==> src/hdl/lec_pkg.sv <==
// Purpose: shared constants for the loss and error count control block
// Assumes: 32-bit APB, one aligned word per register, 8-bit data in the low bits
// Notes:   thresholds are given in millivolts (peak for transmit, peak-to-peak for receive)
`default_nettype none

package lec_pkg;

  ////////////////////////////////////////////////////////////////////////////
  // register byte offsets
  localparam logic [11:0] LOS_CFG_OFF  = 12'h000;
  localparam logic [11:0] ERR_CTL_OFF  = 12'h004;
  localparam logic [11:0] CNT_HIGH_OFF = 12'h008;
  localparam logic [11:0] CNT_LOW_OFF  = 12'h00C;
  localparam logic [11:0] INT_STS_OFF  = 12'h010;
  localparam logic [11:0] INT_MSK_OFF  = 12'h014;
  localparam logic [11:0] LINE_CFG_OFF = 12'h018;

  ////////////////////////////////////////////////////////////////////////////
  // reset values
  localparam logic [7:0] LOS_CFG_RST  = 8'h15;
  localparam logic [7:0] ERR_CTL_RST  = 8'h00;
  localparam logic [1:0] LINE_CFG_RST = 2'h0;
  localparam logic [2:0] INT_MSK_RST  = 3'h0;

  ////////////////////////////////////////////////////////////////////////////
  // field positions
  localparam int ZERO_DEF_BIT    = 7;
  localparam int VIOL_INS_BIT    = 6;
  localparam int ERR_INS_BIT     = 5;
  localparam int COUNT_EVENT_SELECT_LSB     = 2;
  localparam int CNT_MODE_BIT    = 1;
  localparam int CNT_REQ_BIT     = 0;
  localparam int RX_THR_LSB      = 4;
  localparam int TX_THR_LSB      = 2;
  localparam int TX_PER_LSB      = 0;
  localparam int MONITOR_BIT     = 0;
  localparam int SINGLE_END_BIT  = 1;
  localparam int IRQ_DECLARE_BIT = 0;
  localparam int IRQ_CLEAR_BIT   = 1;
  localparam int IRQ_UPDATE_BIT  = 2;

  ////////////////////////////////////////////////////////////////////////////
  // loss periods in pulses and threshold tables
  localparam logic [6:0] PERIOD_SHORT = 7'h10;
  localparam logic [6:0] PERIOD_MID   = 7'h20;
  localparam logic [6:0] PERIOD_LONG  = 7'h40;
  localparam logic [10:0] TX_DIFF_MV [4] = '{11'h4B0, 11'h384, 11'h258, 11'h190};
  localparam logic [10:0] TX_SE_MV   [4] = '{11'h262, 11'h1E0, 11'h140, 11'h0F0};
  localparam logic [11:0] RX_NORM_MV [8] = '{12'h1F4, 12'h2BC, 12'h384, 12'h4B0,
                                             12'h578, 12'h640, 12'h708, 12'h7D0};
  localparam logic [11:0] RX_MON_MV  [8] = '{12'h3E8, 12'h578, 12'h708, 12'h898,
                                             12'h898, 12'h898, 12'h898, 12'h898};

  ////////////////////////////////////////////////////////////////////////////
  // timing
  localparam int CLK_PERIOD_NS    = 50;
  localparam int UPDATE_PERIOD_MS = 1000;
  localparam int UPDATE_CYCLES    = UPDATE_PERIOD_MS * 1000000 / CLK_PERIOD_NS;
  localparam int CNT_W            = 16;
  localparam int NUM_EVENTS       = 5;

endpackage : lec_pkg

`default_nettype wire

==> src/hdl/lec_cnt_if.sv <==
// Purpose: carries counter control and results between the register bank and the counter
// Assumes: single clock domain
// Notes:   events are one-cycle pulses
`default_nettype none

interface lec_cnt_if;
  import lec_pkg::*;
  logic [2:0]            sel;
  logic                  auto_mode;
  logic                  manual_req;
  logic [NUM_EVENTS-1:0] events;
  logic [CNT_W-1:0]      count;
  logic                  updated;

  modport ctrl (output sel, output auto_mode, output manual_req, output events,
                input count, input updated);
  modport cnt  (input sel, input auto_mode, input manual_req, input events,
                output count, output updated);
endinterface : lec_cnt_if

`default_nettype wire

==> src/hdl/lec_err_counter.sv <==
// Purpose: accumulates selected error events and snapshots them on update
// Assumes: events are single-cycle pulses on pclk
// Notes:   accumulator saturates instead of wrapping
`default_nettype none

module lec_err_counter
  import lec_pkg::*;
#(
  parameter int UPD_CYCLES = UPDATE_CYCLES
) (
  // clock and reset
  input  wire logic pclk,
  input  wire logic presetn,
  // control and results
  lec_cnt_if.cnt    c
);

  localparam int TW = $clog2(UPD_CYCLES + 1);

  logic [TW-1:0]    tmr_q,   tmr_d;
  logic [CNT_W-1:0] acc_q,   acc_d;
  logic [CNT_W-1:0] count_q, count_d;
  logic             upd_q;
  logic             tick;
  logic             update;
  logic             hit;

  function automatic logic event_hit(input logic [2:0] sel, input logic [NUM_EVENTS-1:0] ev);
    unique case (sel)
      3'h0: event_hit = 1'b0;
      3'h1: event_hit = ev[0];
      3'h2: event_hit = ev[1];
      3'h3: event_hit = ev[0] | ev[1];
      3'h4: event_hit = ev[2];
      3'h5: event_hit = ev[3];
      3'h6: event_hit = ev[2] | ev[3];
      3'h7: event_hit = ev[4];
    endcase
  endfunction : event_hit

  always_comb begin
    tick    = c.auto_mode && (tmr_q == TW'(UPD_CYCLES - 1));
    update  = tick || (c.manual_req && !c.auto_mode);
    hit     = event_hit(c.sel, c.events);
    tmr_d   = (!c.auto_mode || tick) ? '0 : tmr_q + TW'(1);
    count_d = update ? acc_q : count_q;
    if (update) begin
      acc_d = {{(CNT_W-1){1'b0}}, hit};
    end else if (hit && !(&acc_q)) begin
      acc_d = acc_q + CNT_W'(1);
    end else begin
      acc_d = acc_q;
    end
  end

  always_ff @(posedge pclk or negedge presetn) begin
    if (!presetn) begin
      tmr_q   <= '0;
      acc_q   <= '0;
      count_q <= '0;
      upd_q   <= 1'b0;
    end else begin
      tmr_q   <= tmr_d;
      acc_q   <= acc_d;
      count_q <= count_d;
      upd_q   <= update;
    end
  end

  assign c.count   = count_q;
  assign c.updated = upd_q;
endmodule : lec_err_counter

`default_nettype wire

==> src/hdl/lec_top.sv <==
// Purpose: per-channel loss detection, threshold selection and error count control
// Assumes: APB slave with zero wait states; line pins are asynchronous to pclk
// Notes:   pin strobes are edge-detected after a two-flop synchroniser
//
// The implementer's own choices: the APB slave port and the register addresses.
`default_nettype none

// Summary of operation
// declare tx loss after period of low pulses; clear on any high pulse
// period field: 00 gives 16, 01 gives 32, 1x gives 64 pulses
// tx threshold code maps to differential or single-ended peak voltage table
// line monitor mode uses its own receive threshold table
// zero-run definition bit selects ANSI when zero, FCC when one
// violation insert bit inserts one violation at next mark, then self-clears
// rising error insert bit injects one pattern bit error, then self-clears
// count select field picks which error events are counted
// count mode zero means manual update, one means update every second
// in manual mode a rising update-request bit snapshots the count
// software writes update-request back to zero before the next request
// every update restarts accumulation from zero
module lec_top
  import lec_pkg::*;
#(
  parameter int UPD_CYCLES = UPDATE_CYCLES
) (
  // clock and reset
  input  wire logic        pclk,
  input  wire logic        presetn,
  // apb slave
  input  wire logic        psel,
  input  wire logic        penable,
  input  wire logic        pwrite,
  input  wire logic [11:0] paddr,
  input  wire logic [31:0] pwdata,
  output logic      [31:0] prdata,
  output logic             pready,
  output logic             pslverr,
  // line side strobes and levels
  input  wire logic        tx_slot_pin,
  input  wire logic        tx_above_pin,
  input  wire logic        tx_mark_pin,
  input  wire logic        prbs_slot_pin,
  input  wire logic [4:0]  error_event_pins,
  // line side controls
  output logic             tx_loss_flag,
  output logic      [10:0] tx_threshold_mv,
  output logic      [11:0] rx_threshold_mv,
  output logic             zero_run_definition,
  output logic             violation_insert_pulse,
  output logic             error_insert_pulse,
  // interrupt
  output logic             irq
);

  ////////////////////////////////////////////////////////////////////////////
  // pin synchroniser and edge detect
  localparam int NPIN = 9;

  logic [NPIN-1:0] sync1_q;
  logic [NPIN-1:0] sync2_q;
  logic [NPIN-1:0] prev_q;
  logic [NPIN-1:0] rise;
  logic            slot_rise;
  logic            above;
  logic            mark_rise;
  logic            prbs_rise;

  always_ff @(posedge pclk or negedge presetn) begin
    if (!presetn) begin
      sync1_q <= '0;
      sync2_q <= '0;
      prev_q  <= '0;
    end else begin
      sync1_q <= {error_event_pins, prbs_slot_pin, tx_mark_pin, tx_above_pin, tx_slot_pin};
      sync2_q <= sync1_q;
      prev_q  <= sync2_q;
    end
  end

  always_comb begin
    rise      = sync2_q & ~prev_q;
    slot_rise = rise[0];
    above     = sync2_q[1];
    mark_rise = rise[2];
    prbs_rise = rise[3];
  end

  ////////////////////////////////////////////////////////////////////////////
  // apb decode
  logic [7:0]  los_q,  los_d;
  logic [7:0]  err_q,  err_d;
  logic [1:0]  line_q, line_d;
  logic [2:0]  ists_q, ists_d;
  logic [2:0]  imsk_q, imsk_d;
  logic [31:0] rdata_q, rdata_d;
  logic        wr;
  logic        rd_setup;
  logic        wr_err;

  function automatic logic is_mapped(input logic [11:0] a);
    is_mapped = (a == LOS_CFG_OFF)  || (a == ERR_CTL_OFF) || (a == CNT_HIGH_OFF) ||
                (a == CNT_LOW_OFF)  || (a == INT_STS_OFF) || (a == INT_MSK_OFF)  ||
                (a == LINE_CFG_OFF);
  endfunction : is_mapped

  // zero wait states: every access completes in its first access cycle
  assign pready  = 1'b1;
  assign pslverr = psel && penable && !is_mapped(paddr);
  assign prdata  = rdata_q;

  always_comb begin
    wr       = psel && penable && pwrite && is_mapped(paddr);
    rd_setup = psel && !penable && !pwrite;
    wr_err   = wr && (paddr == ERR_CTL_OFF);
  end

  ////////////////////////////////////////////////////////////////////////////
  // transmit loss detector
  logic [6:0] quiet_q, quiet_d;
  logic       flag_q,  flag_d;
  logic [6:0] period;

  function automatic logic [6:0] period_len(input logic [1:0] code);
    if (code[1]) begin
      period_len = PERIOD_LONG;
    end else if (code[0]) begin
      period_len = PERIOD_MID;
    end else begin
      period_len = PERIOD_SHORT;
    end
  endfunction : period_len

  always_comb begin
    period  = period_len(los_q[TX_PER_LSB +: 2]);
    quiet_d = quiet_q;
    flag_d  = flag_q;
    if (slot_rise) begin
      if (above) begin
        quiet_d = '0;
        flag_d  = 1'b0;
      end else if (quiet_q + 7'h01 >= period) begin
        // saturate so a shorter period chosen later still declares at once
        quiet_d = period;
        flag_d  = 1'b1;
      end else begin
        quiet_d = quiet_q + 7'h01;
      end
    end
  end

  always_ff @(posedge pclk or negedge presetn) begin
    if (!presetn) begin
      quiet_q <= '0;
      flag_q  <= 1'b0;
    end else begin
      quiet_q <= quiet_d;
      flag_q  <= flag_d;
    end
  end

  assign tx_loss_flag = flag_q;

  ////////////////////////////////////////////////////////////////////////////
  // threshold tables
  logic [10:0] txthr_q;
  logic [11:0] rxthr_q;

  always_ff @(posedge pclk or negedge presetn) begin
    if (!presetn) begin
      txthr_q <= TX_DIFF_MV[1];
      rxthr_q <= RX_NORM_MV[1];
    end else begin
      txthr_q <= line_q[SINGLE_END_BIT] ? TX_SE_MV[los_q[TX_THR_LSB +: 2]]
                                        : TX_DIFF_MV[los_q[TX_THR_LSB +: 2]];
      rxthr_q <= line_q[MONITOR_BIT] ? RX_MON_MV[los_q[RX_THR_LSB +: 3]]
                                     : RX_NORM_MV[los_q[RX_THR_LSB +: 3]];
    end
  end

  assign tx_threshold_mv = txthr_q;
  assign rx_threshold_mv = rxthr_q;

  ////////////////////////////////////////////////////////////////////////////
  // insertion, registers and interrupts
  lec_cnt_if cif ();

  logic viol_fire;
  logic err_fire;
  logic vpulse_q;
  logic epulse_q;
  logic mreq_q, mreq_d;
  logic [2:0] ev;

  always_comb begin
    viol_fire = err_q[VIOL_INS_BIT] && mark_rise;
    err_fire  = err_q[ERR_INS_BIT] && prbs_rise;
    // software may only raise the request on a fresh zero-to-one step
    mreq_d    = wr_err && pwdata[CNT_REQ_BIT] && !err_q[CNT_REQ_BIT]
                && !pwdata[CNT_MODE_BIT];
    los_d  = (wr && paddr == LOS_CFG_OFF)  ? pwdata[7:0] : los_q;
    line_d = (wr && paddr == LINE_CFG_OFF) ? pwdata[1:0] : line_q;
    imsk_d = (wr && paddr == INT_MSK_OFF)  ? pwdata[2:0] : imsk_q;
    err_d  = err_q;
    if (viol_fire) begin
      err_d[VIOL_INS_BIT] = 1'b0;
    end
    if (err_fire) begin
      err_d[ERR_INS_BIT] = 1'b0;
    end
    // a fresh write is the newer request, so it wins over the self-clear
    if (wr_err) begin
      err_d = pwdata[7:0];
    end
    ev = '0;
    ev[IRQ_DECLARE_BIT] = flag_d && !flag_q;
    ev[IRQ_CLEAR_BIT]   = !flag_d && flag_q;
    ev[IRQ_UPDATE_BIT]  = cif.updated;
    ists_d = ists_q;
    if (wr && paddr == INT_STS_OFF) begin
      ists_d = ists_q & ~pwdata[2:0];
    end
    ists_d = ists_d | ev;
    rdata_d = rdata_q;
    if (rd_setup) begin
      rdata_d = '0;
      unique case (paddr)
        LOS_CFG_OFF:  rdata_d[7:0] = los_q;
        ERR_CTL_OFF:  rdata_d[7:0] = err_q;
        CNT_HIGH_OFF: rdata_d[7:0] = cif.count[15:8];
        CNT_LOW_OFF:  rdata_d[7:0] = cif.count[7:0];
        INT_STS_OFF:  rdata_d[2:0] = ists_q;
        INT_MSK_OFF:  rdata_d[2:0] = imsk_q;
        LINE_CFG_OFF: rdata_d[1:0] = line_q;
        default:      rdata_d = '0;
      endcase
    end
  end

  always_ff @(posedge pclk or negedge presetn) begin
    if (!presetn) begin
      los_q    <= LOS_CFG_RST;
      err_q    <= ERR_CTL_RST;
      line_q   <= LINE_CFG_RST;
      imsk_q   <= INT_MSK_RST;
      ists_q   <= '0;
      rdata_q  <= '0;
      vpulse_q <= 1'b0;
      epulse_q <= 1'b0;
      mreq_q   <= 1'b0;
    end else begin
      los_q    <= los_d;
      err_q    <= err_d;
      line_q   <= line_d;
      imsk_q   <= imsk_d;
      ists_q   <= ists_d;
      rdata_q  <= rdata_d;
      vpulse_q <= viol_fire;
      epulse_q <= err_fire;
      mreq_q   <= mreq_d;
    end
  end

  assign zero_run_definition    = err_q[ZERO_DEF_BIT];
  assign violation_insert_pulse = vpulse_q;
  assign error_insert_pulse     = epulse_q;
  assign irq                    = |(ists_q & imsk_q);

  assign cif.sel        = err_q[COUNT_EVENT_SELECT_LSB +: 3];
  assign cif.auto_mode  = err_q[CNT_MODE_BIT];
  assign cif.manual_req = mreq_q;
  assign cif.events     = rise[8:4];

  lec_err_counter #(
    .UPD_CYCLES (UPD_CYCLES)
  ) u_counter (
    .pclk    (pclk),
    .presetn (presetn),
    .c       (cif)
  );
endmodule : lec_top

`default_nettype wire
==> config.mk <==
export PLATFORM = sky130hd
export DESIGN_NAME = lec_top
export DESIGN_NICKNAME = d
export VERILOG_FILES = /design/src/hdl/lec_pkg.sv /design/src/hdl/lec_cnt_if.sv /design/src/hdl/lec_err_counter.sv /design/src/hdl/lec_top.sv
export SDC_FILE = /design/constraint.sdc
export NUM_CORES = 1
export LEC_CHECK = 0
export BUFFER_PORTS_ARGS = -buffer_cell sky130_fd_sc_hd__buf_2
export CORE_UTILIZATION = 51
export DETAILED_ROUTE_END_ITERATION = 6
export GPL_TIMING_DRIVEN = 0
export PLACE_DENSITY = 0.77
export SYNTH_ARGS = -nofsm -noshare
export SYNTH_HDL_FRONTEND = slang
export SYNTH_SLANG_ARGS = --single-unit
==> constraint.sdc <==
create_clock -name pclk -period 2.12 [get_ports pclk]
set_input_delay 0.212 -clock pclk [delete_from_list [all_inputs] [get_ports pclk]]
set_output_delay 0.212 -clock pclk [all_outputs]
set_load 0.01 [all_outputs]
==> metrics.md, run 1 <==
| Metric | Value |
|---|---|
| Violations in the final reports | `negative setup slack` |
| Largest net degree at the start of global routing | `between 90 and 100` |
| Slew at the pin closest to its max-slew limit | `0.654 ns` |
| Status | `finished with violations` |
| Number of non-filler instances in the completed layout | `roughly 980` |
| RSZ-0062 raised after global routing | `yes` |
| Crit Path Class | `reg -> reg` |
| Area enclosed by the die boundary | `0.0141 sq mm` |
| Drt first pass iters | `5` |
| Cell at the root of the clock tree | `sky130_fd_sc_hd__clkbuf_16` |
| Sort of element at the start of the critical path | `flop` |
| Effective utilization at floorplan | `0.524` |
| All-Layer GR Usage | `0.236` |
| Synth-to-layout area growth | `24.8%` |
| Delay contributed by the slowest stage of the critical path | `0.41 ns` |
| Number of slew-limit violations in the final report | `0` |
| Total via count in the routed design | `5,278` |
| Distinct cells, synth | `61` |
| Residual DRC | `0` |
| Commonest register cell after synthesis | `sky130_fd_sc_hd__dfrtp_1` |
| Register-to-register path setup slack | `-0.20 ns` |
| # fillers | `1,038` |
| Top cells by area in the synthesized netlist | `sky130_fd_sc_hd__dfrtp_1 48%, sky130_fd_sc_hd__nand2_1 5.2%, sky130_fd_sc_hd__dfstp_2 4.9%, sky130_fd_sc_hd__mux2_2 3.7%, sky130_fd_sc_hd__ha_1 3.1%` |
| Capture point of the worst reg-to-reg path | `quiet_q[5]$_DFFE_PN0P_` |
| MaxCap Viol Count | `0` |
| Number of buffers added by the clock tree synthesis step | `17` |
| Leakage power | `4.02 nW` |
| NumNets Final | `between 800 and 900` |
| TritonCTS clock tree | `done` |
| Worst slew margin relative to its limit | `0.564` |
| Slowest-stage cell, CP | `sky130_fd_sc_hd__dfrtp_2` |
| Number of flops mapped to enable cells by yosys | `0` |
| PD cells | `735 mW/mm^2` |
| Detailed-route wire length per cell | `around 16 um` |
| Width of the die | `119 um` |
| Overflow after GRT | `0` |
| Combinational power share | `0.050` |
| RePlAce Congestion | `0.873` |
| Post-Syn Instances | `around 650` |
| Signal arrival time at the worst endpoint | `around 2.6 ns` |
| Synthesized area divided by synthesized cell count | `10.7 sq um` |
| Post-synthesis cell type with the largest combined area | `sky130_fd_sc_hd__dfrtp_1` |
| Aggregate routed wire length | `15,500 um` |
| Total of flip-flops plus latches after synthesis | `around 150` |
| Clock network latency to the later pin of the worst-skew pair | `approximately 0.43 ns` |
| Number of placement rows | `42` |
| Post-synthesis sequential area ratio | `0.533` |
| Placed Cells incl. Taps | `918` |
| Synthesized cell area | `a little under 0.007 sq mm` |
| Antenna diode count | `0` |
| Last element of the critical path | `quiet_q[5]$_DFFE_PN0P_` |
| Detail-routed via count per cell | `5.37` |
| Critical path origin | `quiet_q[1]$_DFFE_PN0P_` |
| Depth of the critical timing path with buffers and inverters included | `9` |
| Share of cells above drive strength 1 | `0.290` |
| Proportion of netlist area held by the largest area contributor | `0.483` |
| Final setup vio count | `5` |
| Min-delay worst type | `in -> reg` |
| Sequential fraction of design power | `0.455` |
| Achievable Freq | `~0.43 GHz` |
| Most common cell in the netlist | `sky130_fd_sc_hd__dfrtp_1` |
| Half-perimeter wire length of the detailed placement result | `between 10,000 and 15,000 um` |
| Core Box Area | `between 0.01 and 0.015 sq mm` |
| Critical path buffers and inverters | `0` |
| Cell-by-cell trace of the critical path | `ha_4 > nand3_2 > xor2_2 > ha_1 > and4_1 > o211ai_1 > nand3b_1 > mux2_4 > a22o_1` |
| Clock transition at the register clock pins on the worst setup and hold paths after CTS | `0.06 ns` |
| Element type at the critical path end | `flop` |
| Async S/R FF share, synth | `1.00` |
| Leading post-synthesis cells by instance count | `134 x sky130_fd_sc_hd__dfrtp_1, 97 x sky130_fd_sc_hd__nand2_1, 43 x sky130_fd_sc_hd__nor2_1, 29 x sky130_fd_sc_hd__nand3_1, 28 x sky130_fd_sc_hd__buf_4` |
| Ys Warns | `0` |
| Antenna violation net count after detailed routing | `0` |
| Kind of cell with the highest combined delay on the critical path | `simple AND/OR/NAND/NOR gates` |
| Violation count after the first detailed-route iteration | `approximately 470` |
| Net Switching | `1.37 mW` |
| Clock share of power | `0.495` |
| Hold Crit Start | `pwdata[6]` |
| Depth of the worst register-to-register path | `9` |
| Via count of the first global-routing pass | `5,349` |
| Port buffer count | `67` |
| Shortest clock period the worst path allows after layout | `2.32 ns` |
| Post-Place Worst Slack | `-0.435 ns` |
| Hold Fails Final Rpt | `0` |
| Sinks on Clock Net | `147` |
| Required time at the endpoint of the critical path | `2.43 ns` |
| Worst supply voltage drop on vdd | `0.000577 V` |
| Max Root-Sink Buffers | `2` |
| Internal power | `roughly 5.0 mW` |
| Skew final | `0.0107 ns` |
| Switching power as a share of total power | `0.216` |
| Initial antenna violation count | `1` |
| Number of top-level pins | `between 100 and 150` |
| Final critical-path share of the clock period | `1.10` |
| Global-route wire length before repair | `25,900 um` |
| Floorplan die height | `119 um` |
| Largest fanout on the critical path | `4` |
| Smallest setup slack after layout | `-0.202 ns` |
| H-tree levels | `4` |
| Startpoint of the worst register-to-register path | `quiet_q[1]$_DFFE_PN0P_` |
how the worst min path moves through the flow:
stage	end	slack (ns)	cells past startpoint
after floorplan	cif.manual_req$_DFF_PN0_	-0.08	0
after global placement	sync1_q[2]$_DFF_PN0_	0.32	1
after detailed placement	tx_threshold_mv[1]$_DFF_PN0_	0.19	1
after CTS	err_q[6]$_DFFE_PN0P_	0.001	3
after global routing	err_q[6]$_DFFE_PN0P_	0.03	3
final	err_q[6]$_DFFE_PN0P_	0.01	3
power by group through the flow:
stage / combinational [mW] / clock (mW) / sequential (mW)
after floorplan: 0.140 / 0 / 2.93
after detailed placement: 0.274 / 0 / 2.94
after CTS: 0.308 / 3.19 / 2.89
after global routing: 0.354 / 3.33 / 2.90
final: 0.317 / 3.15 / 2.89
after global placement: 0.258 / 0 / 2.94
area by class of cell:
type,instances,area [sq um],area share
multi-input combinational,458,3010,0.348
clock buffer,18,439,0.0508
sequential,147,3700,0.428
buffer,51,364,0.0421
inverter,18,67.6,0.00781
tap,176,220,0.0255
clock inverter,13,185,0.0214
timing repair buffer,102,659,0.0762
sequential cells by signal (all words and copies together), names as in the netlist:
name	cells
cif.manual_req	1
err_q	8
error_insert_pulse	1
imsk_q	3
ists_q	3
line_q	2
los_q	8
prdata	8
prev_q	8
quiet_q	7
rx_threshold_mv	10
sync1_q	9
sync2_q	9
tx_loss_flag	1
tx_threshold_mv	10
u_counter.acc_q	16
u_counter.c.count	16
u_counter.c.updated	1
u_counter.tmr_q	25
violation_insert_pulse	1
per-stage QoR:
stage               instance area (sq um)  utilization  hold slack (ns)  TNS, ns  total power, mW
floorplan                            7070            -          -0.0836   -0.197             3.07
global placement                     7630        0.576            0.319  -162.19             3.20
detailed placement                   7660        0.578            0.193   -13.07             3.21
CTS                                  8520        0.643          0.00102   -0.369             6.39
global route                         8650        0.653           0.0277    -1.38             6.58
finish                               8650        0.653           0.0128   -0.727             6.36
what timing repair did:
item | CTS | global route
hold endpoints to repair | 59 | 0
gates resized for setup | 8 | 25
hold buffers | 11 | 0
pin swaps | 6 | 10
setup buffers | 13 | 10
endpoints found under the setup margin | 44 | 67
per-layer routing:
layer  GRT usage  part of all wire
met4       0.105             0.023
met1       0.297              0.43
met5           0           0.00064
met3      0.0579             0.056
met2       0.386              0.49
worst reg2reg max path: cells and delay by family (launching register included):
family | cells | cell delay (ns)
simple gates | 3 | 0.51
mux | 1 | 0.35
flops | 1 | 0.41
compound gates | 2 | 0.29
xor+xnor | 1 | 0.19
fa+ha+maj | 2 | 0.44
cells in the final DEF, fill, tap and decap left out, types with 17 or more instances in the layout:
cell type                   synthesis  layout
sky130_fd_sc_hd__a21oi_1           21      18
sky130_fd_sc_hd__buf_2              1      67
sky130_fd_sc_hd__buf_4             28      49
sky130_fd_sc_hd__clkbuf_16          0      17
sky130_fd_sc_hd__conb_1             2      28
sky130_fd_sc_hd__dfrtp_1          134     128
sky130_fd_sc_hd__inv_1             18      18
sky130_fd_sc_hd__mux2_2            23      21
sky130_fd_sc_hd__nand2_1           97      97
sky130_fd_sc_hd__nand3_1           29      26
sky130_fd_sc_hd__nor2_1            43      41
sky130_fd_sc_hd__xor2_1            20      19
kinds of logic (layout without fill, tap and decap cells):
kind of cell,Yosys count,after routing,share of synthesized area
AOI/OAI and AO/OA,84,84,0.0806
muxes,37,37,0.0666
adders and majority gates,17,17,0.0307
DFF,147,147,0.533
and+or+nand+nor,265,265,0.193
other,2,28,0.00108
xor gates and xnor gates,27,27,0.0341
buffers and inverters,69,202,0.0613
No activity file was read; power rests on OpenSTA's default activity.
==> run 2, diff against run 1 <==
--- a/config.mk
+++ b/config.mk
@@ -11,4 +11,5 @@
 export GPL_TIMING_DRIVEN = 0
 export PLACE_DENSITY = 0.77
+export SLEW_MARGIN = 20
 export SYNTH_ARGS = -nofsm -noshare
 export SYNTH_HDL_FRONTEND = slang
==> constraint.sdc (replaced) <==
create_clock -name pclk -period 2.12 [get_ports pclk]
set_input_delay 0.424 -clock pclk [delete_from_list [all_inputs] [get_ports pclk]]
set_output_delay 0.424 -clock pclk [all_outputs]
set_load 0.01 [all_outputs]
==> run 2 against run 1 <==
Against the previous run: the flow still finishes with violations (negative setup slack); global-route usage down 0.64 points; setup slack improved by 0.0029 ns; sequential share of layout area rose by 0.80 points.
==> metrics.md, run 2 (synthesis results as in run 1) <==
| Metric | Value |
|---|---|
| Hold Fails Final Rpt | `0 (unchanged)` |
| Max reg flops | `25 (unchanged)` |
| Min-delay worst type | `in -> reg` |
| Status | `finished with violations` |
| Number of stages on the worst hold path | `1 (-2)` |
| Most used cells in the layout excluding fill and tap cells | `130 x sky130_fd_sc_hd__dfrtp_1, 96 x sky130_fd_sc_hd__nand2_1, 67 x sky130_fd_sc_hd__buf_2, 45 x sky130_fd_sc_hd__buf_4, 41 x sky130_fd_sc_hd__nor2_1` |
| Half-perimeter wire length of the detailed placement result | `10,600 um (-0.38%)` |
| Achievable Freq | `0.431 GHz (+0.12%)` |
| Antenna diode count | `0 (unchanged)` |
| Initial antenna violation count | `1 (unchanged)` |
| Share of cells above drive strength 1 | `0.290 (-0.000456)` |
| All-Layer GR Usage | `0.230 (-0.00638)` |
| Max Root-Sink Buffers | `2 (unchanged)` |
| Delay contributed by the slowest stage of the critical path | `0.42 ns (about the same)` |
| Signal arrival time at the worst endpoint | `2.63 ns (about the same)` |
| Clock transition at the register clock pins on the worst setup and hold paths after CTS | `0.06 ns (about the same)` |
| Summed negative setup slack over all endpoints | `-0.678 ns (+0.0491 ns)` |
| Capture point of the worst reg-to-reg path | `quiet_q[5]$_DFFE_PN0P_` |
| Worst slew margin relative to its limit | `0.557 (-0.00667)` |
| Number of placement rows | `42 (unchanged)` |
| Placed cell areas | `0.00766 sq mm (about the same)` |
| Smallest setup slack after layout | `-0.199 ns (+0.00290 ns)` |
| TritonCTS clock tree | `done` |
| Antenna violation net count after detailed routing | `0 (unchanged)` |
| Final critical-path share of the clock period | `1.09 (-0.00137)` |
| Post-layout util | `0.641 (-0.0124)` |
| Slew at the pin closest to its max-slew limit | `0.664 ns (+0.0100 ns)` |
| Number of slew-limit violations in the final report | `0 (unchanged)` |
| Global-route wire length before repair | `25,300 um (-2.5%)` |
| Leading cell type in the layout, fill and taps excluded | `sky130_fd_sc_hd__dfrtp_1` |
| Clock network latency to the later pin of the worst-skew pair | `0.42 ns (about the same)` |
| Detailed-route wire length per cell | `15.5 um (-2.2%)` |
| Required time at the endpoint of the critical path | `2.43 ns (about the same)` |
| Startpoint of the worst register-to-register path | `quiet_q[1]$_DFFE_PN0P_` |
| Via count of the first global-routing pass | `5,242 (-2.0%)` |
| Register with the most flip-flops | `u_counter.tmr_q` |
| Skew final | `0.00655 ns (-0.00418 ns)` |
| H-tree levels | `4 (unchanged)` |
| Number of buffers added by the clock tree synthesis step | `17 (unchanged)` |
| Cell-by-cell trace of the critical path | `nand3_2 > nor2_2 > xor2_1 > ha_1 > nor2b_4 > o21ai_2 > nand3b_1 > mux2_4 > a22o_1` |
| Final setup vio count | `5 (unchanged)` |
| Sort of element at the start of the critical path | `flop` |
| MaxCap Viol Count | `0 (unchanged)` |
| Drt first pass iters | `5 (unchanged)` |
| Area enclosed by the die boundary | `0.0141 sq mm (unchanged)` |
| Overflow after GRT | `0 (unchanged)` |
| Hold Crit Start | `error_event_pins[3]` |
| Register-to-register path setup slack | `-0.20 ns (about the same)` |
| Largest fanout on the critical path | `4 (unchanged)` |
| Critical path origin | `quiet_q[1]$_DFFE_PN0P_` |
| Synth-to-layout area growth | `22.4%` |
| Core Box Area | `0.0132 sq mm (unchanged)` |
| Violation count after the first detailed-route iteration | `381 (-19%)` |
| Hold Crit Endpoint | `sync1_q[7]$_DFF_PN0_` |
| Number of top-level pins | `120 (unchanged)` |
| RSZ-0062 raised after global routing | `yes` |
| Aggregate routed wire length | `15,000 um (-3.7%)` |
| Worst hold slack | `0.100 ns (+0.0873 ns)` |
| Residual DRC | `0 (unchanged)` |
| Sinks on Clock Net | `147 (unchanged)` |
| Effective utilization at floorplan | `0.524 (unchanged)` |
| Total via count in the routed design | `5,178 (-1.9%)` |
| PD cells | `736 mW/mm^2 (+0.24%)` |
| Violations in the final reports | `negative setup slack` |
| Cell at the root of the clock tree | `sky130_fd_sc_hd__clkbuf_16` |
| Crit Path Class | `reg -> reg` |
| Detail-routed via count per cell | `5.35 (-0.27%)` |
| Largest net degree at the start of global routing | `97 (unchanged)` |
| Shortest clock period the worst path allows after layout | `2.32 ns (-0.00290 ns)` |
| Slowest-stage cell, CP | `sky130_fd_sc_hd__dfrtp_2` |
| Floorplan die height | `119 um (unchanged)` |
| RePlAce Congestion | `0.873 (unchanged)` |
| Worst supply voltage drop on vdd | `0.000546 V (-5.5%)` |
| NumNets Final | `853 (-2.0%)` |
| Element type at the critical path end | `flop` |
| Width of the die | `119 um (unchanged)` |
| Post-route design area | `0.00849 sq mm (-1.9%)` |
| Depth of the worst register-to-register path | `9 (unchanged)` |
| Port buffer count | `67 (unchanged)` |
| Leakage power | `3.97 nW (-1.2%)` |
-- run 2: report_power, final --
| part | leakage (nW) | internal [mW] | total (mW) | switching, mW |
|---|---|---|---|---|
| clock | 0.291 | 1.91 | 3.06 | 1.15 |
| sequential | 1.91 | 2.86 | 2.89 | 0.0347 |
| combinational | 1.77 | 0.132 | 0.302 | 0.170 |
-- run 2: critical path: cells and delay by family (launching register included) --
family          cells  cell delay, ns
compound gates      2            0.33
xor+xnor            1            0.23
fa+ha+maj           1            0.29
flops               1            0.42
mux                 1            0.35
simple gates        4            0.59
-- run 2: worst max-delay path by stage --
stage / to / slack [ns] / cells past startpoint
3_3_place_gp: sync1_q[2]$_DFF_PN0_ / -1.32 / 1
2_1_floorplan: quiet_q[5]$_DFFE_PN0P_ / -0.1 / 9
6_report: quiet_q[5]$_DFFE_PN0P_ / -0.20 / 9
5_1_grt: quiet_q[5]$_DFFE_PN0P_ / -0.35 / 9
3_5_place_dp: err_q[4]$_DFFE_PN0P_ / -0.62 / 6
4_1_cts: quiet_q[5]$_DFFE_PN0P_ / -0.14 / 9
-- run 2: layer usage --
layer	vias to the layer above	wire length (um)	track usage
li1	2481	-	-
met1	2510	6550	0.297
met2	153	7340	0.374
met3	32	735	0.0487
met4	2	318	0.0973
met5	-	14	0
-- run 2: area by class of cell --
class                   instances  area [sq um]
clock inverters                13           158
well taps                     176           220
multi-input cells             458          3020
inverters                      18          67.6
fillers                      1041          4750
plain buffers                  50           359
clock buffers                  19           453
flip-flops and latches        147          3700
repair buffers                 86           510
-- run 2: timing repair --
item,4_1_cts,5_1_grt
hold buffers,1,0
setup endpoints to repair,59,69
gates resized for setup,13,16
setup buffers,12,5
endpoints found under the hold margin,49,0
pin swaps,6,9
-- run 2: per-stage QoR --
step	power [mW]	std cells	setup slack [ns]
6_report	6.25	967	-0.199
5_1_grt	6.47	967	-0.350
4_1_cts	6.30	963	-0.145
3_5_place_dp	3.22	918	-0.619
3_3_place_gp	3.20	917	-1.32
2_1_floorplan	3.07	674	-0.0984
==> run 3, diff against run 2 <==
Settings changed: RECOVER_POWER set to 25, REMOVE_ABC_BUFFERS set to 1.
==> run 3 against run 2 <==
Against the previous run: the flow finishes with violations (max-capacitance violations, negative setup slack); die area is the same; fmax shrank 4.8%; combinational power shrank 6%; utilization shrank 1.7 points; clock power shrank 5%; total power shrank 2.6%; global-route usage shrank 0.53 points; count of clock-buffer cells in the layout grew 3; register-to-register slack lost 0.12 ns; sequential power is essentially flat; critical path type unchanged; critical endpoint unchanged.
==> metrics.md, run 3 (synthesis results as in run 1) <==
| Metric | Value |
|---|---|
| Min-delay worst type | `in -> reg` |
| Max Root-Sink Buffers | `2 (unchanged)` |
| Met1 usage in global routing | `0.292 (-0.00533)` |
| Number of placement rows | `42 (unchanged)` |
| Required time at the endpoint of the critical path | `2.43 ns (about the same)` |
| Placed Cells incl. Taps | `868 (-5.4%)` |
| Slew at the pin closest to its max-slew limit | `1.49 ns (+0.828 ns)` |
| Port buffer count | `67 (unchanged)` |
| Synth-to-layout area growth | `19.1%` |
| NumNets Final | `820 (-3.9%)` |
| Cell at the root of the clock tree | `sky130_fd_sc_hd__clkbuf_16` |
| Number of non-filler instances in the completed layout | `932 (-3.6%)` |
| Total via count in the routed design | `5,194 (+0.31%)` |
| Initial antenna violation count | `0 (-1)` |
| MaxCap Viol Count | `1 (+1)` |
| Status | `finished with violations` |
| Clock network latency to the later pin of the worst-skew pair | `0.42 ns (about the same)` |
| Final setup vio count | `5 (unchanged)` |
| Detailed-route wire length per cell | `16.2 um (+5.0%)` |
| Sinks on Clock Net | `147 (unchanged)` |
| Most used cells in the layout excluding fill and tap cells | `132 x sky130_fd_sc_hd__dfrtp_1, 96 x sky130_fd_sc_hd__nand2_1, 66 x sky130_fd_sc_hd__buf_2, 42 x sky130_fd_sc_hd__nor2_1, 31 x sky130_fd_sc_hd__buf_4` |
| Crit Path Class | `reg -> reg` |
| Half-perimeter wire length of the detailed placement result | `9690 um (-8.3%)` |
| Overall Power | `6.09 mW (-2.6%)` |
| Violations in the final reports | `max-capacitance violations, negative setup slack` |
| Hold Fails Final Rpt | `0 (unchanged)` |
| Max reg flops | `25 (unchanged)` |
| # fillers | `1,051 (+0.96%)` |
| Skew final | `0.00696 ns (+0.000412 ns)` |
| RePlAce Congestion | `0.845 (-3.2%)` |
| PD cells | `737 mW/mm^2 (about the same)` |
| Violation count after the first detailed-route iteration | `333 (-13%)` |
| Sort of element at the start of the critical path | `flop` |
| Width of the die | `119 um (unchanged)` |
| Antenna violation net count after detailed routing | `0 (unchanged)` |
| Overflow after GRT | `0 (unchanged)` |
| FF+latch area | `0.00370 sq mm (about the same)` |
| Largest net degree at the start of global routing | `89 (-8.2%)` |
| All-Layer GR Usage | `0.224 (-0.00526)` |
| RSZ-0062 raised after global routing | `yes` |
| Via count of the first global-routing pass | `5,084 (-3.0%)` |
| Post-layout util | `0.624 (-0.0173)` |
| Register with the most flip-flops | `u_counter.tmr_q` |
| Core Box Area | `0.0132 sq mm (unchanged)` |
| Combined area of the multi-input logic cells | `0.00305 sq mm (+1.1%)` |
| Largest fanout on the critical path | `4 (unchanged)` |
| Shortest clock period the worst path allows after layout | `2.44 ns (+0.118 ns)` |
| GRT met3 Usage | `0.0618 (+0.0130)` |
| Share of cells above drive strength 1 | `0.265 (-0.0250)` |
| Signal arrival time at the worst endpoint | `2.75 ns (+0.12 ns)` |
| Floorplan die height | `119 um (unchanged)` |
| Global-route wire length before repair | `24,700 um (-2.2%)` |
| Clock transition at the register clock pins on the worst setup and hold paths after CTS | `0.06 ns (about the same)` |
| Worst slew margin relative to its limit | `0.00497 (-0.552)` |
| Final critical-path share of the clock period | `1.15 (+0.0556)` |
| H-tree levels | `4 (unchanged)` |
| Number of slew-limit violations in the final report | `0 (unchanged)` |
| Number of top-level pins | `120 (unchanged)` |
| Element type at the critical path end | `flop` |
| Smallest setup slack after layout | `-0.317 ns (-0.118 ns)` |
| Drt first pass iters | `5 (unchanged)` |
| Area enclosed by the die boundary | `0.0141 sq mm (unchanged)` |
| Achievable Freq | `0.410 GHz (-4.8%)` |
| Detail-routed via count per cell | `5.57 (+4.1%)` |
| TritonCTS clock tree | `done` |
| Met2 routing resource usage after global routing | `0.353 (-0.0205)` |
| Residual DRC | `0 (unchanged)` |
| Leading cell type in the layout, fill and taps excluded | `sky130_fd_sc_hd__dfrtp_1` |
| Worst supply voltage drop on vdd | `0.000542 V (-0.73%)` |
| Effective utilization at floorplan | `0.524 (unchanged)` |
| Summed negative setup slack over all endpoints | `-1.18 ns (-0.506 ns)` |
| Post-Place Worst Slack | `-0.621 ns (-0.00255 ns)` |
| Busiest grt layer | `met2` |
| Leakage power | `3.80 nW (-4.1%)` |
| Number of buffers added by the clock tree synthesis step | `17 (unchanged)` |
| Aggregate routed wire length | `15,100 um (+1.2%)` |
| Antenna diode count | `0 (unchanged)` |
-- run 3: routing by layer --
metal	part of all wire	vias up
li1	-	2415
met1	0.43	2575
met2	0.49	169
met3	0.057	35
met4	0.023	0
met5	0	-
-- run 3: critical path: stages, from the launching register on --
cell and delay, ns:
sky130_fd_sc_hd__dfrtp_1 0.42, sky130_fd_sc_hd__ha_4 0.21, sky130_fd_sc_hd__nand3_4 0.07, sky130_fd_sc_hd__xor2_2 0.15, sky130_fd_sc_hd__ha_1 0.27, sky130_fd_sc_hd__and4_1 0.21, sky130_fd_sc_hd__o211ai_1 0.14, sky130_fd_sc_hd__nand3b_1 0.27
sky130_fd_sc_hd__mux2_4 0.36, sky130_fd_sc_hd__a22o_1 0.20
-- run 3: final timing paths --
| path | start | endpoint | slack (ns) | depth (start not counted) |
|---|---|---|---|---|
| setup / recovery | quiet_q[1]$_DFFE_PN0P_ | quiet_q[5]$_DFFE_PN0P_ | -0.32 | 9 |
| hold / removal | tx_above_pin | sync1_q[1]$_DFF_PN0_ | 0.10 | 1 |
| setup reg to reg | quiet_q[1]$_DFFE_PN0P_ | quiet_q[5]$_DFFE_PN0P_ | -0.32 | 9 |
| hold reg to reg | sync1_q[4]$_DFF_PN0_ | sync2_q[4]$_DFF_PN0_ | 0.35 | 0 |
| max in group asynchronous | presetn | los_q[4]$_DFFE_PN1P_ | 0.10 | 3 |
| min in group asynchronous | presetn | quiet_q[2]$_DFFE_PN0P_ | 0.91 | 2 |
-- run 3: area by class of cell --
type / instances / area share
Timing Repair inverter: 1 / 0.000909
Clock inverter: 8 / 0.0126
Tap cell: 176 / 0.0267
Clock buffer: 22 / 0.0574
Multi-Input combinational cell: 458 / 0.370
Sequential cell: 147 / 0.448
Timing Repair Buffer: 102 / 0.0765
Inverter: 18 / 0.00864
-- run 3: report_power, final --
| group | total (mW) | internal (mW) | switching, mW | leakage [nW] |
|---|---|---|---|---|
| clock | 2.92 | 1.81 | 1.10 | 0.282 |
| combinational | 0.283 | 0.106 | 0.178 | 1.61 |
| sequential | 2.89 | 2.86 | 0.0314 | 1.91 |
-- run 3: timing repair --
item,in CTS,in global routing
buffers inserted,21,13
endpoints found under the setup margin,48,53
hold buffers,1,0
pin swaps,12,9
gates cloned,1,0
endpoints found under the hold margin,58,0
resized for setup,16,16
-- run 3: per-stage QoR --
step           hold slack [ns]  instance area, sq um
6_report                 0.104                  8260
5_1_grt                 0.0937                  8260
4_1_cts                 0.0863                  8120
3_5_place_dp             0.335                  7300
2_1_floorplan            0.128                  6680
3_3_place_gp             0.334                  7230
